<file path="src/design/tgt_port_pkg.sv">
// shared constants, carriers and states of the target backend port
`default_nettype none
package tgt_port_pkg;
  // backend data path widths
  localparam int DATA_W = 64;
  localparam int LANE_W = 32;
  localparam int BE_W = 8;
  localparam int PCI_ADDR_W = 32;
  localparam int WORD_ADDR_BITS_DEF = 18;
  localparam int WORD_SHIFT = 2;
  // config header offsets of the two base address registers
  localparam logic [7:0] CFG_OFS_BASE0 = 8'h10;
  localparam logic [7:0] CFG_OFS_BASE1 = 8'h14;
  // address step per beat, in words
  localparam logic [1:0] STEP_NARROW = 2'h1;
  localparam logic [1:0] STEP_WIDE = 2'h2;
  // target latency limits, in clocks
  localparam int INIT_LAT_CLKS = 16;
  localparam int SUBSEQ_LAT_CLKS = 8;
  localparam int LAT_CNT_W = 5;
  // read fifo
  localparam int RFIFO_DEPTH = 8;
  localparam int RFIFO_LVL_W = 4;
  localparam logic [RFIFO_LVL_W-1:0] RFIFO_ROOM_MAX = 4'h6;
  localparam int PIPE_CNT_W = 3;

  // decoded transaction handed over by the pci target controller
  typedef struct packed {
    logic cfg;
    logic write;
    logic wide;
    logic [7:0] bar_ofs;
    logic [PCI_ADDR_W-1:0] addr;
  } txn_req_t;

  // one write beat from the pci side
  typedef struct packed {
    logic [DATA_W-1:0] data;
    logic [BE_W-1:0] be;
  } wbeat_t;

  typedef enum logic [3:0] {
    ST_IDLE = 4'b0001,
    ST_RD = 4'b0010,
    ST_WR = 4'b0100,
    ST_END = 4'b1000
  } port_state_t;
endpackage
`default_nettype wire

</file>
<file path="src/design/beat_timer.sv">
// watchdog on backend readiness between data beats
`default_nettype none
module beat_timer
  import tgt_port_pkg::*;
(
  input wire logic mclk,
  input wire logic rst_n,
  input wire logic arm,
  input wire logic run,
  input wire logic beat,
  output logic expired
);
  localparam logic [LAT_CNT_W-1:0] FIRST_LIM = LAT_CNT_W'(INIT_LAT_CLKS - 1);
  localparam logic [LAT_CNT_W-1:0] NEXT_LIM = LAT_CNT_W'(SUBSEQ_LAT_CLKS - 1);

  logic [LAT_CNT_W-1:0] cnt_q, lim_q;
  wire hit_lim = run & ~beat & (cnt_q == lim_q);

  // first beat gets the long limit, later beats the short one
  always_ff @(posedge mclk or negedge rst_n) begin
    if (!rst_n) begin
      cnt_q <= '0;
      lim_q <= FIRST_LIM;
      expired <= 1'b0;
    end else begin
      expired <= hit_lim;
      if (arm) begin
        cnt_q <= '0;
        lim_q <= FIRST_LIM;
      end else if (beat) begin
        cnt_q <= '0;
        lim_q <= NEXT_LIM;
      end else if (run && !hit_lim) begin
        cnt_q <= cnt_q + 1'b1;
      end
    end
  end
endmodule
`default_nettype wire

</file>
<file path="src/design/rd_fifo.sv">
// flip-flop fifo with valid/ready on both sides
`default_nettype none
module rd_fifo #(
  parameter int WIDTH = 64,
  parameter int DEPTH = 8,
  parameter int LVL_W = 4
) (
  input wire logic mclk,
  input wire logic rst_n,
  input wire logic in_valid,
  output logic in_ready,
  input wire logic [WIDTH-1:0] in_data,
  output logic out_valid,
  input wire logic out_ready,
  output logic [WIDTH-1:0] out_data,
  output logic [LVL_W-1:0] level
);
  localparam int PTR_W = $clog2(DEPTH);
  localparam logic [LVL_W-1:0] FULL_LVL = LVL_W'(DEPTH);
  localparam logic [PTR_W-1:0] LAST_PTR = PTR_W'(DEPTH - 1);

  logic [WIDTH-1:0] mem_q [DEPTH];
  logic [PTR_W-1:0] wr_ptr_q, rd_ptr_q;
  logic [LVL_W-1:0] cnt_q;
  wire push = in_valid & in_ready;
  wire pop = out_valid & out_ready;

  // honest flags straight from the occupancy count
  assign in_ready = (cnt_q != FULL_LVL);
  assign out_valid = (cnt_q != '0);
  assign out_data = mem_q[rd_ptr_q];
  assign level = cnt_q;

  // one storage word per entry, written only at its own index
  genvar i;
  generate
    for (i = 0; i < DEPTH; i++) begin : g_ent
      always_ff @(posedge mclk or negedge rst_n) begin
        if (!rst_n) begin
          mem_q[i] <= '0;
        end else if (push && wr_ptr_q == PTR_W'(i)) begin
          mem_q[i] <= in_data;
        end
      end
    end
  endgenerate

  // pointers wrap at the last entry, so depth need not be a power of 2
  always_ff @(posedge mclk or negedge rst_n) begin
    if (!rst_n) begin
      wr_ptr_q <= '0;
      rd_ptr_q <= '0;
      cnt_q <= '0;
    end else begin
      if (push) begin
        wr_ptr_q <= (wr_ptr_q == LAST_PTR) ? '0 : wr_ptr_q + 1'b1;
      end
      if (pop) begin
        rd_ptr_q <= (rd_ptr_q == LAST_PTR) ? '0 : rd_ptr_q + 1'b1;
      end
      cnt_q <= cnt_q + LVL_W'(push) - LVL_W'(pop);
    end
  end
endmodule
`default_nettype wire

</file>
<file path="src/design/tgt_backend_port.sv">
// backend port of a pci target: cycle flags, address, strobes, data
// Notes on behaviour
// - Region-zero flag high for hits on the base register at 10H.
// - Region-one flag high for hits on the base register at 14H.
// - Config flag high while the transaction targets configuration space.
// - Read flag high while the transaction reads from the backend.
// - Write flag high while the transaction writes to the backend.
// - Separate data in and out buses, word aligned, 32 or 64 bits.
// - Two active-high output enables, lower and upper lane of data out.
// - Word address is the pci byte address shifted right by two.
// - Word address width is a build-time parameter.
// - One-cycle start pulse when a backend transaction begins.
// - Wide start pulse in the same cycle as start for 64-bit.
// - One-cycle done pulse when a backend transaction ends successfully.
// - Read strobes only when backend read-ready and initiator ready both high.
// - Lower-lane read strobe always; upper-lane strobe only for 64-bit.
// - No read-ready within latency limit ends with disconnect, no data.
// - Cycle flags valid with start pulse, stable until done or disconnect pulse.
// - Latency count: address runs ahead, first that-many strobes carry no data.
`default_nettype none
module tgt_backend_port
  import tgt_port_pkg::*;
#(
  parameter int WORD_ADDR_BITS = WORD_ADDR_BITS_DEF
) (
  input wire logic mclk,
  input wire logic rst_n,
  input wire logic req_start,
  input wire tgt_port_pkg::txn_req_t req,
  input wire logic irdy_n,
  input wire logic frame_end,
  input wire logic pci_wr_valid,
  output logic pci_wr_ready,
  input wire tgt_port_pkg::wbeat_t pci_wr,
  output logic [tgt_port_pkg::DATA_W-1:0] pci_rdata,
  output logic pci_rdata_valid,
  input wire logic pci_rdata_ready,
  output logic disconnect_pulse,
  input wire logic backend_read_ready,
  input wire logic backend_write_ready,
  input wire logic [tgt_port_pkg::DATA_W-1:0] mem_din,
  input wire logic [tgt_port_pkg::PIPE_CNT_W-1:0] pipeline_latency_count,
  output logic region0_hit,
  output logic region1_hit,
  output logic cfg_space_hit,
  output logic backend_read_txn,
  output logic backend_write_txn,
  output logic xfer_begin_pulse,
  output logic wide_xfer_begin_pulse,
  output logic xfer_end_pulse,
  output logic [WORD_ADDR_BITS-1:0] mem_addr,
  output logic [tgt_port_pkg::DATA_W-1:0] mem_dout,
  output logic wdata_oe_low,
  output logic wdata_oe_high,
  output logic read_strobe_low,
  output logic read_strobe_high,
  output logic [tgt_port_pkg::BE_W-1:0] write_byte_strobes
);
  // the backend and the pci side drive every input from this same clock, so no
  // synchronisers sit on them

  port_state_t state_q, state_d;

  // transaction context
  logic wide_q;
  logic [WORD_ADDR_BITS-1:0] addr_q;
  logic [PIPE_CNT_W-1:0] skip_q;

  // registered outputs
  logic r0_q, r1_q, cfg_q, rd_q, wr_q;
  logic beg_q, beg64_q, end_q, disc_q;
  logic rstb_lo_q, rstb_hi_q;
  logic oe_lo_q, oe_hi_q;
  logic [DATA_W-1:0] dout_q;
  logic [BE_W-1:0] wbe_q;
  logic wr_rdy_q;
  logic [DATA_W-1:0] rhold_q;
  logic rhold_vld_q;

  // fifo handshake
  logic f_in_ready, f_out_valid, f_out_ready;
  logic [DATA_W-1:0] f_out_data;
  logic [RFIFO_LVL_W-1:0] f_level;
  logic tmo;

  // region decode from the matched base register offset
  wire hit0 = ~req.cfg & (req.bar_ofs == CFG_OFS_BASE0);
  wire hit1 = ~req.cfg & (req.bar_ofs == CFG_OFS_BASE1);

  // state decode
  wire in_idle = (state_q == ST_IDLE);
  wire in_rd = (state_q == ST_RD);
  wire in_wr = (state_q == ST_WR);
  wire take = in_idle & req_start;
  wire ini_rdy = ~irdy_n;

  // one strobe may be in flight, so keep one entry spare
  wire f_room = f_in_ready & (f_level <= RFIFO_ROOM_MAX);

  // read strobe needs both parties ready and room to land the data
  wire rd_go = in_rd & backend_read_ready & ini_rdy & f_room
    & ~frame_end & ~tmo;

  // write beat accepted from the pci side
  wire wr_go = in_wr & pci_wr_valid & wr_rdy_q & ini_rdy
    & ~frame_end & ~tmo;
  wire beat = rd_go | wr_go;

  // strobe in flight lands in the fifo unless still in the skip window
  wire rstb_any = rstb_lo_q;
  wire in_skip = (skip_q != '0);
  wire push = rstb_any & ~in_skip;

  // address step, two words per beat for 64-bit transfers
  wire [1:0] step = wide_q ? STEP_WIDE : STEP_NARROW;
  wire [WORD_ADDR_BITS-1:0] addr_next = addr_q + WORD_ADDR_BITS'(step);
  wire [WORD_ADDR_BITS-1:0] addr_start =
    req.addr[WORD_ADDR_BITS+WORD_SHIFT-1:WORD_SHIFT];

  // outcome of the active transaction
  wire ok_end = (in_rd | in_wr) & frame_end & ~tmo;
  wire bad_end = (in_rd | in_wr) & tmo;

  // next state
  always_comb begin
    state_d = state_q;
    unique case (state_q)
      ST_IDLE: begin
        if (req_start) begin
          state_d = req.write ? ST_WR : ST_RD;
        end
      end
      ST_RD, ST_WR: begin
        if (tmo || frame_end) begin
          state_d = ST_END;
        end
      end
      ST_END: begin
        state_d = ST_IDLE;
      end
      default: begin
        state_d = ST_IDLE;
      end
    endcase
  end

  always_ff @(posedge mclk or negedge rst_n) begin
    if (!rst_n) begin
      state_q <= ST_IDLE;
    end else begin
      state_q <= state_d;
    end
  end

  // cycle flags appear with the start pulse and hold until the end
  always_ff @(posedge mclk or negedge rst_n) begin
    if (!rst_n) begin
      r0_q <= 1'b0;
      r1_q <= 1'b0;
      cfg_q <= 1'b0;
      rd_q <= 1'b0;
      wr_q <= 1'b0;
    end else if (take) begin
      r0_q <= hit0;
      r1_q <= hit1;
      cfg_q <= req.cfg;
      rd_q <= ~req.write;
      wr_q <= req.write;
    end else if (ok_end || bad_end) begin
      r0_q <= 1'b0;
      r1_q <= 1'b0;
      cfg_q <= 1'b0;
      rd_q <= 1'b0;
      wr_q <= 1'b0;
    end
  end

  // framing pulses, each a single cycle
  always_ff @(posedge mclk or negedge rst_n) begin
    if (!rst_n) begin
      beg_q <= 1'b0;
      beg64_q <= 1'b0;
      end_q <= 1'b0;
      disc_q <= 1'b0;
    end else begin
      beg_q <= take;
      beg64_q <= take & req.wide;
      end_q <= ok_end;
      disc_q <= bad_end;
    end
  end

  // transaction context and word address
  always_ff @(posedge mclk or negedge rst_n) begin
    if (!rst_n) begin
      wide_q <= 1'b0;
      addr_q <= '0;
    end else if (take) begin
      wide_q <= req.wide;
      addr_q <= addr_start;
    end else if (beat) begin
      addr_q <= addr_next;
    end
  end

  // skip window: strobes issued while the backend pipe fills carry no
  // data, the address still runs ahead of them
  always_ff @(posedge mclk or negedge rst_n) begin
    if (!rst_n) begin
      skip_q <= '0;
    end else if (take) begin
      skip_q <= pipeline_latency_count;
    end else if (rstb_any && in_skip) begin
      skip_q <= skip_q - 1'b1;
    end
  end

  // read strobes; upper lane only on wide transfers
  always_ff @(posedge mclk or negedge rst_n) begin
    if (!rst_n) begin
      rstb_lo_q <= 1'b0;
      rstb_hi_q <= 1'b0;
    end else begin
      rstb_lo_q <= rd_go;
      rstb_hi_q <= rd_go & wide_q;
    end
  end

  // write side: ready is registered, so a beat taken now is driven to
  // the backend next cycle whatever its ready does then
  always_ff @(posedge mclk or negedge rst_n) begin
    if (!rst_n) begin
      wr_rdy_q <= 1'b0;
    end else begin
      wr_rdy_q <= in_wr & backend_write_ready & ~frame_end;
    end
  end

  // write data and enables; reads never open the output drivers
  always_ff @(posedge mclk or negedge rst_n) begin
    if (!rst_n) begin
      dout_q <= '0;
      wbe_q <= '0;
      oe_lo_q <= 1'b0;
      oe_hi_q <= 1'b0;
    end else begin
      oe_lo_q <= wr_go;
      oe_hi_q <= wr_go & wide_q;
      if (wr_go) begin
        dout_q <= pci_wr.data;
        wbe_q <= wide_q ? pci_wr.be
          : {{LANE_W/8{1'b0}}, pci_wr.be[LANE_W/8-1:0]};
      end else begin
        wbe_q <= '0;
      end
    end
  end

  // the watchdog sees a beat on every read strobe issued or write beat taken, skip-window strobes included
  beat_timer u_timer (
    .mclk(mclk),
    .rst_n(rst_n),
    .arm(take),
    .run(in_rd | in_wr),
    .beat(beat),
    .expired(tmo)
  );

  // read data lands at the edge closing the strobe cycle
  rd_fifo #(
    .WIDTH(DATA_W),
    .DEPTH(RFIFO_DEPTH),
    .LVL_W(RFIFO_LVL_W)
  ) u_rfifo (
    .mclk(mclk),
    .rst_n(rst_n),
    .in_valid(push),
    .in_ready(f_in_ready),
    .in_data(mem_din),
    .out_valid(f_out_valid),
    .out_ready(f_out_ready),
    .out_data(f_out_data),
    .level(f_level)
  );

  // output register toward the pci side; stalls back into the fifo
  assign f_out_ready = ~rhold_vld_q | pci_rdata_ready;

  always_ff @(posedge mclk or negedge rst_n) begin
    if (!rst_n) begin
      rhold_q <= '0;
      rhold_vld_q <= 1'b0;
    end else if (f_out_ready) begin
      rhold_vld_q <= f_out_valid;
      if (f_out_valid) begin
        rhold_q <= f_out_data;
      end
    end
  end

  // ports, all straight from flip-flops
  assign region0_hit = r0_q;
  assign region1_hit = r1_q;
  assign cfg_space_hit = cfg_q;
  assign backend_read_txn = rd_q;
  assign backend_write_txn = wr_q;
  assign xfer_begin_pulse = beg_q;
  assign wide_xfer_begin_pulse = beg64_q;
  assign xfer_end_pulse = end_q;
  assign disconnect_pulse = disc_q;
  assign mem_addr = addr_q;
  assign mem_dout = dout_q;
  assign wdata_oe_low = oe_lo_q;
  assign wdata_oe_high = oe_hi_q;
  assign read_strobe_low = rstb_lo_q;
  assign read_strobe_high = rstb_hi_q;
  assign write_byte_strobes = wbe_q;
  assign pci_wr_ready = wr_rdy_q;
  assign pci_rdata = rhold_q;
  assign pci_rdata_valid = rhold_vld_q;
endmodule
`default_nettype wire

</file>
<file path="config.mk">
export PLATFORM = sky130hd
export DESIGN_NAME = tgt_backend_port
export DESIGN_NICKNAME = d
export VERILOG_FILES = /design/src/design/tgt_port_pkg.sv /design/src/design/beat_timer.sv /design/src/design/rd_fifo.sv /design/src/design/tgt_backend_port.sv
export SDC_FILE = /design/constraint.sdc
export NUM_CORES = 1
export LEC_CHECK = 0
export ABC_AREA = 1
export BUFFER_PORTS_ARGS = -buffer_cell sky130_fd_sc_hd__buf_2
export CAP_MARGIN = 20
export CELL_PAD_IN_SITES_DETAIL_PLACEMENT = 0
export CELL_PAD_IN_SITES_GLOBAL_PLACEMENT = 1
export CORE_MARGIN = 2
export CORE_UTILIZATION = 42
export CTS_BUF_LIST = sky130_fd_sc_hd__clkbuf_2 sky130_fd_sc_hd__clkbuf_4 sky130_fd_sc_hd__clkbuf_8
export DETAILED_ROUTE_END_ITERATION = 16
export PLACE_DENSITY_LB_ADDON = 0.25
export SKIP_LAST_GASP = 1
export SLEW_MARGIN = 20
export SYNTH_ARGS = -nofsm -noshare
export SYNTH_HDL_FRONTEND = slang
export SYNTH_SLANG_ARGS = --single-unit
</file>
<file path="constraint.sdc">
create_clock -name mclk -period 2.5 [get_ports mclk]
set_input_delay 0.25 -clock mclk [delete_from_list [all_inputs] [get_ports mclk]]
set_output_delay 0.25 -clock mclk [all_outputs]
set_load 0.03 [all_outputs]
</file>
# ---- After elaboration in Yosys (flattened, before gate mapping)
# Cells that the tools add are included.
dict set report totals {
  regBits 710
  output_inout_bits 169
}
dict set report op_classes {
  n_addsub 7
  order_cmp 2
  n_eq_ne 17
  muxes 27
  bitwise 39
  n_reduce_logical 23
}
# cell count
set op_table {}
lappend op_table {{$bmux W64 S3} 1}
lappend op_table {{$mux W64} 2}
lappend op_table {{$mux W18} 2}
lappend op_table {{$and A1 B1 Y1} 27}
lappend op_table {{$mux W5} 5}
lappend op_table {{$add A18 B2 Y18} 1}
lappend op_table {{$eq A8 B5 Y1 const B} 2}
lappend op_table {{$mux W8} 2}
lappend op_table {{$eq A3 B3 Y1 const B} 5}
lappend op_table {{$mux W3} 5}
lappend op_table {{$logic_and A1 B1 Y1} 10}
lappend op_table {{$mux W4} 2}
lappend op_table {{$not A1 Y1} 8}
lappend op_table {{$pmux W4 S2} 1}
lappend op_table {{$add A3 B1 Y3 const B} 2}
lappend op_table {{$eq A3 B2 Y1 const B} 2}
lappend op_table {{$mux W1} 6}
lappend op_table {{$reduce_bool A2 Y1} 3}
lappend op_table {{$reduce_bool A3 Y1} 2}
lappend op_table {{$add A5 B1 Y5 const B} 1}
lappend op_table {{$eq A5 B5 Y1} 1}
lappend op_table {{$add A4 B1 Y4} 1}
lappend op_table {{$eq A4 B1 Y1 const B} 1}
lappend op_table {{$eq A4 B2 Y1 const B} 1}
lappend op_table {{other kinds (17)} 22}

# ---- Logic depth before layout (Yosys ltp)
dict set report logic_depth {
  ltp_word 15
  depth_mapped 13
  mapped_depth_nobuf 12
}

# ---- Hierarchy
# Synthesis repeated with hierarchy kept, for this count alone.
dict set report unflattened {
  hier_cells 4936
  hier_area_um2 37239.5
}
# mod instances cells_each area_per_inst_um2 seq_area_each_um2
set modules_own_cells {}
lappend modules_own_cells {rd_fifo 1 4117 29311.9 13062.5}
lappend modules_own_cells {tgt_backend_port 1 765 7512.2 4430.5}
lappend modules_own_cells {beat_timer 1 54 415.4 176.4}

# ---- Least setup slack after synthesis
# OpenSTA, ideal clock, no wires.
dict set report synth_path {
  kind {reg2reg}
  from {reg u_rfifo.cnt_q[2], in the netlist u_rfifo.level[2]}
  to {reg u_rfifo.cnt_q[2], in the netlist u_rfifo.level[2]}
  setup_ps 123
  arrival_time_ps 2273
  required_ps 2377
  slack_ps 105
  path_stages_with_launch 11
  path_buffers 1
  period_less_slack_ps 2395
  cell_sequence {dfrtp_1 > inv_1 > ha_1 > a31oi_2 > clkbuf_1 > ha_1 > inv_1 > ha_1 > inv_1 > fa_1 > xnor2_1}
}
# element line
set synth_lines {}
lappend synth_lines {{start, declared} rd_fifo.sv:24} ;# logic [LVL_W-1:0] cnt_q;
lappend synth_lines {{start signal, assigned} rd_fifo.sv:61} ;# cnt_q <= cnt_q + LVL_W'(push) - LVL_W'(pop);
lappend synth_lines {{$reduce_bool A4 Y1} rd_fifo.sv:30} ;# assign out_valid = (cnt_q != '0);
lappend synth_lines {{$and A1 B1 Y1} rd_fifo.sv:26} ;# wire pop = out_valid & out_ready;
lappend synth_lines {{via u_rfifo.pop} rd_fifo.sv:26}
lappend synth_lines {{$sub A4 B1 Y4} rd_fifo.sv:61}
# The timed path passes the listed nets, and every way through them passes these cells.
# A chain may end at the register's enable or synchronous reset.

# ---- Worst setup path after layout
dict set report layout_path {
  from {reg state_q[3]}
  to {reg r1_q, in the netlist region1_hit}
}
dict set report layout_between {
  elab_chain_len 6
}
# element line
set layout_rtl {}
lappend layout_rtl {{start, declared} tgt_backend_port.sv:62} ;# port_state_t state_q, state_d;
lappend layout_rtl {{start signal, assigned} tgt_backend_port.sv:151} ;# state_q <= state_d;
lappend layout_rtl {{$eq A4 B2 Y1 / $eq A4 B3 Y1 (equally long branches)} {tgt_backend_port.sv:92, tgt_backend_port.sv:93}}
lappend layout_rtl {{$or A1 B1 Y1} {tgt_backend_port.sv:121, tgt_backend_port.sv:122}}
lappend layout_rtl {{$and A1 B1 Y1 (2 in a row)} tgt_backend_port.sv:121} ;# wire ok_end = (in_rd | in_wr) & frame_end & ~tmo;
lappend layout_rtl {{$logic_or A1 B1 Y1} tgt_backend_port.sv:169} ;# end else if (ok_end || bad_end) begin
lappend layout_rtl {{$reduce_bool A2 Y1 (no line)} -}
lappend layout_rtl {{end signal, assigned} tgt_backend_port.sv:165} ;# r1_q <= hit1;
lappend layout_rtl {{end, declared} tgt_backend_port.sv:70} ;# logic r0_q, r1_q, cfg_q, rd_q, wr_q;
# Parallel ways exist; a longest one is shown, timed or not.

==> out/summary.log <==
[die] height of the chip 274.5 um
[logic_synthesis] proportion of synthesized flip-flops having asynchronous set or reset 100.0%
[timing] final critical-path share of the clock period 90.06%
[logic_synthesis] prevailing post-synth register cell sky130_fd_sc_hd__dfrtp_1
[cts] depth of the CTS H-tree 4
[timing] Min Clock Period, post-route 2.252 ns
[power_and_ir_drop] P per Cell Area 926.8 nW/um^2
[die] I/O pin count 360
[grt] first-pass GRT wire length 139400 um
[logic_synthesis] count of state elements after synthesis 706
[logic_synthesis] nets in the synthesized netlist 3669
[timing] Setup Total Neg Slack 0 ns
[die] die outline width 274.5 um
[grt] vias in the first global route 25182
[power_and_ir_drop] leakage power summed over all cells 18.77 nW
[critical_path] terminus of the critical flop-to-flop path region1_hit
[logic_synthesis] fraction of synthesized area in multiplexers 0%
[logic_synthesis] synthesized instance count 3456
[critical_path] largest driver fanout on the critical path 15
[die] Core Area 72710 sq um
[cts] CTS root buffer sky130_fd_sc_hd__clkbuf_8
[routing] Total Wirelength 86550 um
[timing] Max Clock Skew 0.03649 ns
[cts] Skew-Pair Late Insertion Delay 0.76 ns
[finish] Final Net Count 4150
[logic_synthesis] Post-Syn Area 30740 sq um
[critical_path] Crit Path Class flop to flop
[cts] TritonCTS Buffers 130
[power_and_ir_drop] largest voltage drop on the vdd net 0.0007904 V
[logic_synthesis] complex-gate fraction of the synthesized area 18.10%
[timing] Highest Clock Rate 444.1 MHz
[cts] clock-pin slew on the worst setup and hold paths 0.06 ns
[grt] combined global-route utilization of all metal layers 23.39%
[cts] Max clock buf depth 3
[critical_path] R2R Setup Slk 0.25 ns
[logic_synthesis] average instance area after synthesis 8.895 sq um
[timing] unrepaired setup endpoints after global routing no
[critical_path] peak per-stage delay on the critical path 0.57 ns
[placement] detailed-placement wirelength estimate 48490 um
[logic_synthesis] count of synthesis-stage warnings from yosys 0
[worst_hold_path] Worst Hold End mem_dout[4]
[critical_path] chain of cells forming the critical path nor2_1 -> nand3_1 -> inv_1 -> nand2_1 -> buf_4 -> clkinvlp_4 -> nand4_1 -> dlygate4sd3_1 -> o21ai_0
[worst_hold_path] min-delay src pci_wr_valid
[grt] antenna violations before repair 3
[logic_synthesis] Synth Area in Adders 0.9443%
[critical_path] startpoint kind of the worst setup timing path flop
[cts] CTS tree built
[critical_path] r2r worst-path depth 9
[timing] Slew headroom 50.83%
[logic_synthesis] number of enable-type register cells in the synthesized netlist 0
[die] number of rows in the core area 99
[routing] Vias 25623
[run_status] run status finished, final reports clean
[critical_path] Arr. time, crit path 2.91 ns
[logic_synthesis] register area share after synthesis 57.48%
[placement] number of I/O port buffers 345
[finish] area added between synthesis and finish 23.75%
[cts] clock net sink count 706
[die] die outline area 75370 sq um
[worst_hold_path] worst hold path type input pin to flop
[critical_path] instance count on the critical path 9
[logic_synthesis] largest family of logic cells by synthesized area compound AO/OA/AOI/OAI gates
[critical_path] slowest cell on the critical path sky130_fd_sc_hd__dlygate4sd3_1
[cts] # Post-CTS Setup Buffers 0
[timing] endpoints failing setup 0
[routing] WL/cell 17.33 um
[timing] worst setup slack after layout 0.2485 ns
[routing] per-cell via count in the routed design 5.131
[flow_run] maxcap violations 0
[routing] number of iterations in the first detailed-routing pass 6
[placement] worst slack at placement 0.3007 ns
[timing] final-report hold violation count 0
[finish] fillers 6796
[critical_path] crit path capture type flop
[routing] number of antenna-violating nets in the routed design 0
[finish] fraction of final layout cells sized beyond drive strength 1 18.37%
[timing] Tightest Pin Transition 0.7376 ns
[critical_path] gate family responsible for the most delay along the worst path buffers and inverters
[logic_synthesis] number of distinct library cells after synthesis 40
[worst_hold_path] cell depth of the worst min-delay path 7
[critical_path] worst path bufs/invs 4
[critical_path] data required time of the critical path 3.16 ns
[logic_synthesis] simple-gate portion of the synthesized area 17.34%
[placement] global placer's final weighted congestion 0.7806
[grt] maximum number of pins on one net before global-route repair 133
[logic_synthesis] xor/xnor share of the synthesized area 0.1994%
[timing] count of pins over their slew limit 0
[critical_path] FF-to-FF Start state_q[3]
[routing] drt first-iter violations 1748
[routing] Residual DRC 0
[die] Starting Density 42.28%
[grt] GRT Residual Overflow 0
[worst max-delay path by stage]
stage                  endpoint             start
2_1_floorplan  u_rfifo.level[2]  u_rfifo.level[2]
3_3_place_gp       mem_addr[16]            wide_q
3_5_place_dp       mem_addr[16]            wide_q
4_1_cts             region1_hit        state_q[3]
5_1_grt            mem_addr[16]            wide_q
6_report            region1_hit        state_q[3]
[cells in the final DEF, fill, tap and decap left out, types with 4 or more instances in the layout]
master                          Yosys  routed
sky130_fd_sc_hd__nand2_1          917     916
sky130_fd_sc_hd__dfrtp_1          704     701
sky130_fd_sc_hd__o21ai_0          597     597
sky130_fd_sc_hd__buf_2             77     344
sky130_fd_sc_hd__nor2_1           304     304
sky130_fd_sc_hd__dlygate4sd3_1      0     180
sky130_fd_sc_hd__clkbuf_8           0     165
sky130_fd_sc_hd__inv_1            147     144
sky130_fd_sc_hd__o21ai_1          139     139
sky130_fd_sc_hd__o221ai_1         115     115
sky130_fd_sc_hd__nand3_1          102      97
sky130_fd_sc_hd__o21ai_2           60      60
sky130_fd_sc_hd__clkbuf_4           0      42
sky130_fd_sc_hd__buf_4             23      41
sky130_fd_sc_hd__buf_12             0      32
sky130_fd_sc_hd__ha_1              20      20
sky130_fd_sc_hd__o211ai_1          19      19
sky130_fd_sc_hd__o22ai_1           17      17
sky130_fd_sc_hd__clkinv_2           0      11
sky130_fd_sc_hd__nand4_1           10      10
sky130_fd_sc_hd__nor3_1             8       8
sky130_fd_sc_hd__clkinvlp_4         0       7
sky130_fd_sc_hd__a21oi_1            6       6
sky130_fd_sc_hd__nand3_4            0       6
sky130_fd_sc_hd__or2_2              6       6
sky130_fd_sc_hd__a31oi_1            4       4
sky130_fd_sc_hd__xor2_1             4       4
sky130_fd_sc_hd__inv_6              0       4
[per-stage QoR]
step                      hold slack, ns  area, sq um  util, %  total power (W)  cells
after floorplan                 -0.04559        30740        -          0.01988   3456
after global placement            0.1384        33500    46.08          0.02387   4584
after detailed placement          0.1328        33500    46.08          0.02390   4584
after CTS                        0.02224        38030    52.31          0.03574   4992
after global routing              0.1232        38040    52.32          0.03744   4994
final                            0.09893        38040    52.32          0.03526   4994
[cell type report]
| cell class | instances | area [sq um] | share of cell area (%) |
|---|---|---|---|
| Inverter | 152 | 588.1 | 1.546 |
| Multi-Input combinational cell | 2349 | 11360 | 29.85 |
| Sequential cell | 706 | 17680 | 46.47 |
| Timing Repair Buffer | 598 | 4487 | 11.79 |
| Clock inverter | 21 | 141.4 | 0.3717 |
| Tap cell | 959 | 1200 | 3.154 |
| Clock buffer | 207 | 2586 | 6.798 |
| Antenna cell | 2 | 5.005 | 0.01316 |
[kinds of logic (layout without fill, tap and decap cells)]
family	after synthesis	in the layout
AOI/OAI and AO/OA	962	962
xor gates and xnor gates	7	7
adders and majority gates	22	22
buffers and inverters	401	978
DFF	706	706
other	0	2
and+or+nand+nor	1358	1358
[power by group]
part / leakage (nW) / internal, W / switching (W)
Sequential: 6.93 / 0.0124 / 0.000708
Clock: 1.44 / 0.00655 / 0.00486
Combinational: 10.4 / 0.00311 / 0.00760
[cells in the mapped netlist, types with 18 or more instances]
cell | count | area [sq um]
sky130_fd_sc_hd__buf_4 | 23 | 172.7
sky130_fd_sc_hd__buf_6 | 18 | 202.7
sky130_fd_sc_hd__o21ai_1 | 139 | 695.7
sky130_fd_sc_hd__o21ai_0 | 597 | 2988
sky130_fd_sc_hd__o211ai_1 | 19 | 142.6
sky130_fd_sc_hd__buf_2 | 77 | 385.4
sky130_fd_sc_hd__inv_1 | 147 | 551.8
sky130_fd_sc_hd__nand3_1 | 102 | 510.5
sky130_fd_sc_hd__o221ai_1 | 115 | 1007
sky130_fd_sc_hd__clkbuf_1 | 124 | 465.5
sky130_fd_sc_hd__dfrtp_1 | 704 | 17620
sky130_fd_sc_hd__nor2_1 | 304 | 1141
sky130_fd_sc_hd__ha_1 | 20 | 250.2
sky130_fd_sc_hd__nand2_1 | 917 | 3442
sky130_fd_sc_hd__o21ai_2 | 60 | 525.5
[metal layers]
layer | part of all wire [%] | GRT usage, %
met1 | 46 | 32.37
met2 | 46 | 37.54
met3 | 5.5 | 4.556
met4 | 1.8 | 6.665
met5 | 0.015 | 0
[flip-flops by register name, indices dropped and copies added (netlist names), 3 cells and up]
signal              flops
u_rfifo.mem_q         512
mem_dout               64
pci_rdata              64
mem_addr               18
write_byte_strobes      8
u_timer.cnt_q           5
state_q                 4
u_rfifo.level           4
skip_q                  3
u_rfifo.rd_ptr_q        3
u_rfifo.wr_ptr_q        3
[tightest hold or removal path: stages]
cell,delay (ns)
sky130_fd_sc_hd__buf_2,0.10
sky130_fd_sc_hd__nand2_1,0.08
sky130_fd_sc_hd__nor2_1,0.06
sky130_fd_sc_hd__nand2_2,0.09
sky130_fd_sc_hd__inv_2,0.10
sky130_fd_sc_hd__nand2_1,0.10
sky130_fd_sc_hd__nand2_1,0.05
[repair_timing]
| action | 4_1_cts | 5_1_grt |
|---|---|---|
| hold buffers | 180 | 0 |
| resized for setup | 0 | 1 |
| setup endpoints to repair | 0 | 2 |
| hold endpoints to repair | 1293 | 0 |
No activity file was read; power rests on OpenSTA's default activity.
